$ cat config.mk
export PLATFORM = sky130hd
export DESIGN_NAME = tmr2_timer
export DESIGN_NICKNAME = d
export VERILOG_FILES = /design/src/tmr2_pkg.sv /design/src/tmr2_edge_sync.sv /design/src/tmr2_timer.sv
export VERILOG_INCLUDE_DIRS = /design/src
export SDC_FILE = /design/constraint.sdc
export NUM_CORES = 1
export LEC_CHECK = 0
export CORE_UTILIZATION = 55
export CTS_BUF_LIST = sky130_fd_sc_hd__clkbuf_4
export DETAILED_ROUTE_END_ITERATION = 8
export DONT_BUFFER_PORTS = 1
export GPL_TIMING_DRIVEN = 1
export PLACE_DENSITY = 0.7
export SLEW_MARGIN = 20
export SYNTH_ARGS = -nofsm -noshare
export SYNTH_HDL_FRONTEND = slang
export SYNTH_SLANG_ARGS = --single-unit
$ cat constraint.sdc
create_clock -name clk -period 3.7 [get_ports clk]
set_clock_uncertainty 0.1 [all_clocks]
set_input_delay 0 -clock clk [delete_from_list [all_inputs] [get_ports clk]]
set_output_delay 0 -clock clk [all_outputs]
set_load 0.05 [all_outputs]
$ cat src/tmr2_cfg.svh
// tmr2_cfg.svh: offsets, field positions, reset values and counts for the
// reload/capture timer. assumes inclusion by the tmr2_timer module file.
`ifndef TMR2_CFG_SVH
`define TMR2_CFG_SVH
`define TMR2_OFF_CTRL 4'h0
`define TMR2_OFF_COUNT 4'h4
`define TMR2_OFF_RELCAP 4'h8
`define TMR2_OFF_STATUS 4'hc
`define TMR2_BIT_RUN 0
`define TMR2_BIT_CAPMODE 1
`define TMR2_BIT_UPDOWN 2
`define TMR2_BIT_EXTRELOAD 3
`define TMR2_BIT_RISING 4
`define TMR2_BIT_NOPRESC 5
`define TMR2_BIT_MASK 8
`define TMR2_ST_RELOAD 0
`define TMR2_ST_CAPTURE 1
`define TMR2_CTRL_RST 32'h0000_0000
`define TMR2_ZERO16 16'h0000
`define TMR2_ONES16 16'hffff
`define TMR2_ONE16 16'h0001
`define TMR2_PRESC_DIV 12
`endif

$ cat src/tmr2_pkg.sv
// tmr2_pkg.sv: types shared by the reload/capture timer files.
// assumes tmr2_cfg.svh supplies the numeric constants.
package tmr2_pkg;
  typedef struct packed {
    logic [31:0] addr;
    logic read;
    logic write;
    logic [31:0] writedata;
    logic [3:0] byteenable;
  } tmr2_avreq_t;
  typedef struct packed {
    logic [31:0] readdata;
    logic waitrequest;
  } tmr2_avrsp_t;
  typedef enum logic [2:0] {
    TMR2_IDLE = 3'b001,
    TMR2_ACK = 3'b010,
    TMR2_HOLD = 3'b100
  } tmr2_bus_st_t;
endpackage

$ cat src/tmr2_edge_sync.sv
// tmr2_edge_sync.sv: two-flop synchroniser with edge and level outputs.
// assumes the pin is asynchronous to clk.
`timescale 1ns/1ps
module tmr2_edge_sync
(
  input wire logic clk, // clock
  input wire logic rst_n, // async reset, active low
  input wire logic ce, // clock enable
  input wire logic pinAsync, // raw pin
  output logic level, // synchronised level
  output logic rise, // one-cycle rising edge
  output logic fall // one-cycle falling edge
);
  logic meta_reg;
  logic sync_reg;
  logic prev_reg;
  always_ff @(posedge clk or negedge rst_n)
  begin
    if (!rst_n)
    begin
      meta_reg <= 1'b0;
      sync_reg <= 1'b0;
      prev_reg <= 1'b0;
    end
    else if (ce)
    begin
      meta_reg <= pinAsync;
      sync_reg <= meta_reg;
      prev_reg <= sync_reg;
    end
  end
  assign level = sync_reg;
  // edges compare two synchronised samples, never the first stage
  assign rise = ce && sync_reg && !prev_reg; // RQ15
  assign fall = ce && !sync_reg && prev_reg; // RQ15
endmodule

$ cat src/tmr2_timer.sv
// tmr2_timer.sv: 16-bit reload/capture timer with avalon-mm slave.
// assumes a synchronous bus master and an asynchronous external pin.
//
// The placing of the registers and the Avalon-MM slave port were left to the implementer.
`timescale 1ns/1ps
`include "tmr2_cfg.svh"
// What this block does
// RQ1: one 16-bit counter, either auto-reload or single-channel capture mode.
// RQ2: with the prescaler the counter steps once per twelve clocks.
// RQ3: counting never halts while enabled, whatever event occurs.
// RQ4: up-only reload mode counts from reload value, overflows at all ones.
// RQ5: up-only reload mode optionally also reloads on a selected pin edge.
// RQ6: up-only reload mode raises interrupt on every reload event.
// RQ7: in up/down mode the pin level sets the counting direction.
// RQ8: up/down mode raises no interrupt at all.
// RQ9: counting up runs reload value to all ones, then reloads it.
// RQ10: counting down from all ones underflows at reload value, reloads ones.
// RQ11: capture mode counts zero to all ones, restarting at zero.
// RQ12: capture mode triggers capture on the selected pin edge.
// RQ13: capture copies the counter into the reload/capture register.
// RQ14: capture mode interrupts on overflow reload and on capture.
// RQ15: pin is synchronised and edges found from successive samples.
module tmr2_timer
#(
  parameter int PRESC_DIV = `TMR2_PRESC_DIV
)
(
  input wire logic clk, // 100 mhz clock
  input wire logic rst_n, // async reset, active low
  input wire logic ce, // clock enable, freezes state when low
  input wire tmr2_pkg::tmr2_avreq_t avReq, // avalon request
  output tmr2_pkg::tmr2_avrsp_t avRsp, // avalon response
  input wire logic timerExtInput, // external trigger/direction pin
  output logic irq // level interrupt
);
  import tmr2_pkg::*;

  initial
  begin
    if (PRESC_DIV < 1 || PRESC_DIV > 255)
      $error("PRESC_DIV out of range");
  end

  ////////////////////////////////////////////////////////////////////////
  // pin synchroniser
  logic pinLevel;
  logic pinRise;
  logic pinFall;
  tmr2_edge_sync u_sync
  (
    .clk(clk),
    .rst_n(rst_n),
    .ce(ce),
    .pinAsync(timerExtInput),
    .level(pinLevel),
    .rise(pinRise),
    .fall(pinFall)
  );

  ////////////////////////////////////////////////////////////////////////
  // registers
  logic [31:0] ctrl_reg;
  logic [15:0] timer_count_value_reg;
  logic [15:0] reload_capture_value_reg;
  logic [1:0] status_reg;
  logic [7:0] presc_reg;
  logic [31:0] rdata_reg;
  logic wait_reg;
  logic irq_reg;
  tmr2_bus_st_t busSt_reg;

  wire run = ctrl_reg[`TMR2_BIT_RUN];
  wire capMode = ctrl_reg[`TMR2_BIT_CAPMODE]; // RQ1
  wire upDown = ctrl_reg[`TMR2_BIT_UPDOWN] && !capMode;
  wire extReload = ctrl_reg[`TMR2_BIT_EXTRELOAD];
  wire edgeRising = ctrl_reg[`TMR2_BIT_RISING];
  wire noPresc = ctrl_reg[`TMR2_BIT_NOPRESC];
  wire [1:0] irqMask = ctrl_reg[`TMR2_BIT_MASK +: 2];

  ////////////////////////////////////////////////////////////////////////
  // tick generation
  wire prescWrap = (presc_reg == 8'(PRESC_DIV - 1));
  wire tick = ce && run && (noPresc || prescWrap); // RQ2
  wire [7:0] prescNext = (!run || prescWrap) ? 8'h00 : presc_reg + 8'h01;

  ////////////////////////////////////////////////////////////////////////
  // counting
  wire pinEdge = edgeRising ? pinRise : pinFall; // RQ5 RQ12
  wire countDown = upDown && !pinLevel; // RQ7
  wire atOnes = (timer_count_value_reg == `TMR2_ONES16);
  wire atFloor = (timer_count_value_reg == reload_capture_value_reg);
  wire overflow = tick && !countDown && atOnes; // RQ4 RQ9
  wire underflow = tick && countDown && atFloor; // RQ10
  wire edgeReload = run && !capMode && !upDown && extReload && pinEdge; // RQ5
  wire captureEv = run && capMode && pinEdge; // RQ12
  wire reloadEv = overflow || underflow || edgeReload;
  // reload values per mode; capture mode restarts from zero
  wire [15:0] reloadVal = capMode ? `TMR2_ZERO16 : // RQ11
    (countDown ? `TMR2_ONES16 : reload_capture_value_reg); // RQ9 RQ10
  wire [15:0] stepVal = countDown ?
    timer_count_value_reg - `TMR2_ONE16 :
    timer_count_value_reg + `TMR2_ONE16;
  // counting continues through every event, never stopping
  wire [15:0] cntNext = reloadEv ? reloadVal :
    (tick ? stepVal : timer_count_value_reg); // RQ3

  // interrupt events; up/down mode raises none
  wire setReload = reloadEv && !upDown; // RQ6 RQ8 RQ14
  wire setCapture = captureEv; // RQ14

  ////////////////////////////////////////////////////////////////////////
  // bus decode
  wire accessReq = (avReq.read || avReq.write) && busSt_reg == TMR2_IDLE;
  wire [3:0] offs = avReq.addr[3:0];
  wire hitCtrl = (offs == `TMR2_OFF_CTRL);
  wire hitCount = (offs == `TMR2_OFF_COUNT);
  wire hitRelCap = (offs == `TMR2_OFF_RELCAP);
  wire hitStatus = (offs == `TMR2_OFF_STATUS);
  wire mapped = (avReq.addr[31:4] == 28'h0000000);
  wire wrEn = ce && accessReq && avReq.write && mapped;
  wire [31:0] beMask = {{8{avReq.byteenable[3]}}, {8{avReq.byteenable[2]}},
    {8{avReq.byteenable[1]}}, {8{avReq.byteenable[0]}}};
  wire [31:0] wMasked = avReq.writedata & beMask;
  wire [31:0] ctrlWrVal = (ctrl_reg & ~beMask) | wMasked;
  wire [31:0] readVal = !mapped ? 32'h0000_0000 :
    hitCtrl ? ctrl_reg :
    hitCount ? {16'h0000, timer_count_value_reg} :
    hitRelCap ? {16'h0000, reload_capture_value_reg} :
    hitStatus ? {30'h0000_0000, status_reg} : 32'h0000_0000;

  wire [15:0] wrHalf = ctrlWrVal[15:0];
  wire [15:0] cntWr = (timer_count_value_reg & ~beMask[15:0]) |
    wMasked[15:0];
  wire [15:0] rcWr = (reload_capture_value_reg & ~beMask[15:0]) |
    wMasked[15:0];
  // capture beats a software write in the same cycle
  wire [15:0] rcNext = captureEv ? timer_count_value_reg : // RQ13
    ((wrEn && hitRelCap) ? rcWr : reload_capture_value_reg);
  wire [15:0] cntFinal = (wrEn && hitCount) ? cntWr : cntNext;
  // set wins over write-one-to-clear
  wire [1:0] w1c = (wrEn && hitStatus) ? wMasked[1:0] : 2'b00;
  wire [1:0] stSet = {setCapture, setReload};
  wire [1:0] statusNext = (status_reg & ~w1c) | stSet;
  wire irqNext = |(statusNext & irqMask);
  wire unusedBits = ^wrHalf;

  ////////////////////////////////////////////////////////////////////////
  // bus state: one wait cycle, then acknowledge
  tmr2_bus_st_t busStNext;
  always_comb
  begin
    busStNext = busSt_reg;
    case (busSt_reg)
      TMR2_IDLE: if (avReq.read || avReq.write) busStNext = TMR2_ACK;
      TMR2_ACK: busStNext = TMR2_HOLD;
      TMR2_HOLD: busStNext = TMR2_IDLE;
      default: busStNext = TMR2_IDLE;
    endcase
  end

  always_ff @(posedge clk or negedge rst_n)
  begin
    if (!rst_n)
    begin
      busSt_reg <= TMR2_IDLE;
      wait_reg <= 1'b1;
      rdata_reg <= 32'h0000_0000;
    end
    else if (ce)
    begin
      busSt_reg <= busStNext;
      wait_reg <= !(busStNext == TMR2_ACK);
      if (accessReq)
        rdata_reg <= readVal;
    end
  end

  always_ff @(posedge clk or negedge rst_n)
  begin
    if (!rst_n)
    begin
      ctrl_reg <= `TMR2_CTRL_RST;
      timer_count_value_reg <= `TMR2_ZERO16;
      reload_capture_value_reg <= `TMR2_ZERO16;
      status_reg <= 2'b00;
      presc_reg <= 8'h00;
      irq_reg <= 1'b0;
    end
    else if (ce)
    begin
      if (wrEn && hitCtrl)
        ctrl_reg <= {22'h000000, ctrlWrVal[9:0]};
      timer_count_value_reg <= cntFinal;
      reload_capture_value_reg <= rcNext;
      status_reg <= statusNext;
      presc_reg <= prescNext;
      irq_reg <= irqNext;
    end
  end

  assign avRsp.readdata = rdata_reg;
  assign avRsp.waitrequest = wait_reg;
  assign irq = irq_reg;

  ////////////////////////////////////////////////////////////////////////
  // checks
  a_tick_spacing: assert property (@(posedge clk) disable iff (!rst_n) // RQ2
    tick && !noPresc && $stable(ctrl_reg) |->
      ##1 (!tick [*8]))
    else $error("prescaled tick too soon");
  a_overflow_wrap: assert property (@(posedge clk) disable iff (!rst_n) // RQ4
    overflow && !capMode && !(wrEn && hitCount) |=>
      timer_count_value_reg == $past(reload_capture_value_reg))
    else $error("overflow did not reload");
  a_down_reload: assert property (@(posedge clk) disable iff (!rst_n) // RQ10
    underflow && !(wrEn && hitCount) |=>
      timer_count_value_reg == `TMR2_ONES16)
    else $error("underflow did not reload all ones");
  a_cap_zero: assert property (@(posedge clk) disable iff (!rst_n) // RQ11
    overflow && capMode && !(wrEn && hitCount) |=>
      timer_count_value_reg == `TMR2_ZERO16)
    else $error("capture mode did not restart at zero");
  a_capture_copy: assert property (@(posedge clk) disable iff (!rst_n) // RQ13
    captureEv && ce |=>
      reload_capture_value_reg == $past(timer_count_value_reg))
    else $error("capture value wrong");
  a_updown_quiet: assert property (@(posedge clk) disable iff (!rst_n) // RQ8
    ce && upDown && !(wrEn && hitStatus) |=>
      status_reg[`TMR2_ST_RELOAD] == $past(status_reg[`TMR2_ST_RELOAD]))
    else $error("up/down mode raised reload flag");
  a_reload_flag: assert property (@(posedge clk) disable iff (!rst_n) // RQ6
    ce && reloadEv && !upDown |=> status_reg[`TMR2_ST_RELOAD])
    else $error("reload flag missing");
  a_cap_flag: assert property (@(posedge clk) disable iff (!rst_n) // RQ14
    ce && captureEv |=> status_reg[`TMR2_ST_CAPTURE])
    else $error("capture flag missing");
  a_keeps_counting: assert property (@(posedge clk) disable iff (!rst_n) // RQ3
    tick && !reloadEv && !(wrEn && hitCount) |=>
      timer_count_value_reg != $past(timer_count_value_reg))
    else $error("counter halted");
  a_irq_level: assert property (@(posedge clk) disable iff (!rst_n)
    ce |=> irq == |($past(statusNext) & $past(irqMask)))
    else $error("irq not following status");
  // the bus answers one cycle after taking a request, for one cycle only
  a_bus_answer: assert property (@(posedge clk) disable iff (!rst_n)
    ce && accessReq |=> !wait_reg)
    else $error("bus request not acknowledged");
  a_wait_single: assert property (@(posedge clk) disable iff (!rst_n)
    ce && !wait_reg |=> wait_reg)
    else $error("waitrequest low too long");
  a_read_data: assert property (@(posedge clk) disable iff (!rst_n)
    ce && accessReq && avReq.read |=> rdata_reg == $past(readVal))
    else $error("read data not captured");
  a_stopped_still: assert property (@(posedge clk) disable iff (!rst_n) // RQ3
    ce && !run && !(wrEn && hitCount) |=>
      timer_count_value_reg == $past(timer_count_value_reg))
    else $error("stopped counter moved");
  // a low clock enable must freeze counter, flags and bus alike
  a_ce_freeze: assert property (@(posedge clk) disable iff (!rst_n)
    !ce |=> $stable(timer_count_value_reg) && $stable(status_reg) &&
      $stable(busSt_reg))
    else $error("state changed while clock enable low");
  a_presc_bound: assert property (@(posedge clk) disable iff (!rst_n) // RQ2
    presc_reg < 8'(PRESC_DIV))
    else $error("prescaler out of range");
  a_up_step: assert property (@(posedge clk) disable iff (!rst_n) // RQ4
    tick && !countDown && !reloadEv && !(wrEn && hitCount) |=>
      timer_count_value_reg ==
        $past(timer_count_value_reg) + `TMR2_ONE16)
    else $error("up count step wrong");
  a_down_step: assert property (@(posedge clk) disable iff (!rst_n) // RQ7
    tick && countDown && !reloadEv && !(wrEn && hitCount) |=>
      timer_count_value_reg ==
        $past(timer_count_value_reg) - `TMR2_ONE16)
    else $error("down count step wrong");
  a_edge_reload: assert property (@(posedge clk) disable iff (!rst_n) // RQ5
    edgeReload && !(wrEn && hitCount) |=>
      timer_count_value_reg == $past(reload_capture_value_reg))
    else $error("pin edge did not reload");
  a_clear_flag: assert property (@(posedge clk) disable iff (!rst_n)
    wrEn && hitStatus && wMasked[`TMR2_ST_RELOAD] && !setReload |=>
      !status_reg[`TMR2_ST_RELOAD])
    else $error("reload flag not cleared");
  c_ce_freeze: cover property (@(posedge clk) disable iff (!rst_n)
    !ce && run);
  c_overflow: cover property (@(posedge clk) disable iff (!rst_n) overflow);
  c_underflow: cover property (@(posedge clk) disable iff (!rst_n)
    underflow);
  c_capture: cover property (@(posedge clk) disable iff (!rst_n)
    captureEv);
  c_edge_reload: cover property (@(posedge clk) disable iff (!rst_n)
    edgeReload);
endmodule

==> metrics.md <==
| Metric | Value |
|---|---|
| Final WL | `14300 um` |
| GPL Wtd Cong | `0.942` |
| Final WS setup | `0.0899 ns` |
| Peak supply drop | `0.155 mV` |
| Number of synthesized flops with an enable pin | `0` |
| Slowest cell on crit path | `dlygate4sd3_1` |
| Reg2Reg Setup Slack | `0.09 ns` |
| Final min period | `3.61 ns` |
| Initial Util | `57.6%` |
| Util after Layout | `63.6%` |
| Drt pass-1 iters | `9` |
| Crit path kind | `flip-flop to flip-flop` |
| Register area share after synthesis | `37.2%` |
| Routed len/inst | `20.0 um` |
| Clk_lat worst skew | `0.43 ns` |
| Post-DRT Antenna Nets | `0` |
| Top-Level Pins | `108` |
| Antenna violations before repair | `0` |
| Startpoint Class | `flip-flop` |
| Cells on worst reg2reg path | `10` |
| Starting DRT DRC Count | `539` |
| Vias per cell | `6.61` |
| Fillers | `760` |
| Die height | `98.5 um` |
| Largest stage delay on the critical path | `0.58 ns` |
| Number of diodes | `0` |
| Hold Path Class | `input pin to async pin` |
| Yosys warning total | `0` |
| Required @ worst endpoint | `3.98 ns` |
| Final Hold Fails | `0` |
| Setup TNS Final | `0 ns` |
| Cell count after synthesis | `584` |
| Setup Fix Bufs, Post-CTS | `0` |
| Layout cells sized above 1 | `11.6%` |
| Post-synth top area share | `36.1%` |
| Largest net degree at the start of global routing | `77` |
| Yosys reg bits | `76` |
| RSZ-0062 raised after global routing | `no` |
| Clock sinks | `76` |
| Status | `complete, but fails checks` |
| Arrival @ worst endpoint | `3.89 ns` |
| Max-Cap Viols | `0` |
| Clock Path Buffers | `2` |
| CTS Buf Count | `9` |
| Leakage | `0.00236 uW` |
| Max_slew headroom | `53.8%` |
| Synth Cell Area | `5120 sq um` |
| Final setup viols | `0` |
| Worst r2r src | `busSt_reg[0]$_DFFE_PN1P_` |
| CORE AREA | `8890 sq um` |
| CP Capture Type | `flip-flop` |
| H-tree depth | `3` |
| Pwr dens | `300 nW/um^2` |
| FMAX | `0.277 GHz` |
| Nets | `676` |
| Total placed cells including tap cells | `654` |
| Die area | `9710 sq um` |
| FP Rows | `34` |
| Commonest non-fill, non-tap cells in the layout | `74 x dfrtp_1, 46 x nand2_1, 41 x o21ai_0, 41 x dlygate4sd3_1, 35 x a21oi_1` |
| Worst-path fanout max | `20` |
| GRT overflow | `0` |
| CTS Root Cell | `clkbuf_4` |
| Vias | `4713` |
| Commonest non-fill, non-tap cell in the layout | `dfrtp_1` |
| Period utilization | `97.6%` |
| Slew Viols, Final | `0` |
| Synthesized area per cell | `8.77 sq um` |
| Die Wd | `98.5 um` |
| HPWL Detailed | `9740 um` |
| Main synth FF type | `dfrtp_1` |
| Area Growth Syn to Fin | `10.3%` |
| Setup WS pre-CTS | `0.706 ns` |
| CTS tree | `done` |
| Most used cell, CP | `dlygate4sd3_1` |
| Clk pin slew, worst setup/hold paths | `0.14 ns` |
| Tot GR Track Use | `30.8%` |
| Global-route wire length before repair | `23600 um` |
| Top cells by area, synth | `dfrtp_1 36%, xnor2_1 4.1%, o21ai_0 4.0%` |
| Slew @ Worst Pin | `0.691 ns` |
| Vias in the first global route | `4618` |
| Crit-path cells | `and2_1 > o211ai_1 > dlygate4sd3_1 > buf_4 > nor4b_4 > buf_6 > o21ai_0 > dlygate4sd3_1 > a32oi_1 > dlygate4sd3_1` |
| Synth cell types | `77` |
| Post-synth top area cell | `dfrtp_1` |
| Post-route DRC | `14` |
| Synth async-reset ratio | `100%` |
| Cell Count, Final, Fillers Out | `713` |
| Port bufs | `0` |
| Failing checks | `design-rule violations` |
[worst max path at each step]
stage / start / endpoint / slack (ns) / cells past startpoint
after global routing: busSt_reg[0]$_DFFE_PN1P_ / flip-flop / 0.01 / 10
final: busSt_reg[0]$_DFFE_PN1P_ / flip-flop / 0.09 / 10
after global placement: u_sync.level$_DFFE_PN0P_ / flip-flop / 0.72 / 9
after CTS: busSt_reg[0]$_DFFE_PN1P_ / flip-flop / 0.11 / 10
after floorplan: flip-flop / flip-flop / 0.56 / 11
after detailed placement: u_sync.level$_DFFE_PN0P_ / flip-flop / 0.71 / 9
[cell families (layout without fill, tap and decap cells)]
logic type      Yosys count  in the layout  synth area share, %
xor+xnor                 25             25                 4.27
simple gates            196            196                 21.5
fa+ha+maj                 2              2                0.488
flops                    76             76                 37.2
other cells               1             16               0.0732
mux                      17             17                 3.69
compound gates          184            184                 24.2
buf+inv                  83             89                 8.62
[report_power, final]
group / leakage (uW) / switching, uW / internal (uW)
logic: 0.00130 / 131 / 63.9
registers: 0.000984 / 35.3 / 861
clock network: 0.0000807 / 319 / 282
[per-layer routing]
layer | share of wire, % | track usage [%] | vias up
met5 | 0 | 0 | -
met3 | 8.2 | 4.11 | 41
met2 | 47 | 50.1 | 251
met1 | 42 | 42.0 | 2255
li1 | - | - | 2166
met4 | 2.6 | 12.3 | 0
[critical path: cells and delay by family (launching register included)]
| kind | cells | cell delay, ns |
|---|---|---|
| AOI/OAI and AO/OA | 3 | 0.35 |
| and+or+nand+nor | 2 | 0.45 |
| DFF | 1 | 0.56 |
| buffers and inverters | 5 | 2.09 |
[cells in the mapped netlist (5+ instances only)]
| master | count |
|---|---|
| dfrtp_1 | 74 |
| nand2_1 | 46 |
| o21ai_0 | 41 |
| a21oi_1 | 35 |
| nand3_1 | 31 |
| nor2_1 | 24 |
| xnor2_1 | 24 |
| clkbuf_1 | 21 |
| inv_1 | 20 |
| buf_4 | 19 |
| nor4_1 | 18 |
| a22o_1 | 17 |
| and3_1 | 17 |
| buf_2 | 15 |
| mux2_2 | 15 |
| nand4_1 | 14 |
| a22oi_1 | 13 |
| a21o_1 | 11 |
| nor3_1 | 11 |
| a211oi_1 | 7 |
| o21ai_1 | 7 |
| a31oi_1 | 5 |
| and2_1 | 5 |
| buf_6 | 5 |
| o22a_1 | 5 |
[through the flow]
step | power [uW] | hold slack (ns) | instance area, sq um
2_1_floorplan | 1050 | -0.396 | 5180
6_report | 1690 | 0.0279 | 5650
3_5_place_dp | 1040 | -0.394 | 5030
3_3_place_gp | 1040 | -0.394 | 5030
5_1_grt | 1750 | 0.0533 | 5650
4_1_cts | 1700 | 0.0146 | 5640
[layout make-up]
class / instances / area (sq um) / share of cell area (%)
clock buffers: 10 / 75.1 / 1.33
clock inverters: 6 / 87.6 / 1.55
flip-flops and latches: 76 / 1900 / 33.7
multi-input cells: 440 / 2850 / 50.5
well taps: 108 / 135 / 2.39
repair buffers: 53 / 522 / 9.23
inverters: 20 / 75.1 / 1.33
[timing repair]
action	in CTS	in global routing
hold buffers	43	0
gates resized for setup	0	2
endpoints found under the setup margin	0	5
hold endpoints to repair	152	0
Power figures use the tool's default switching activity.
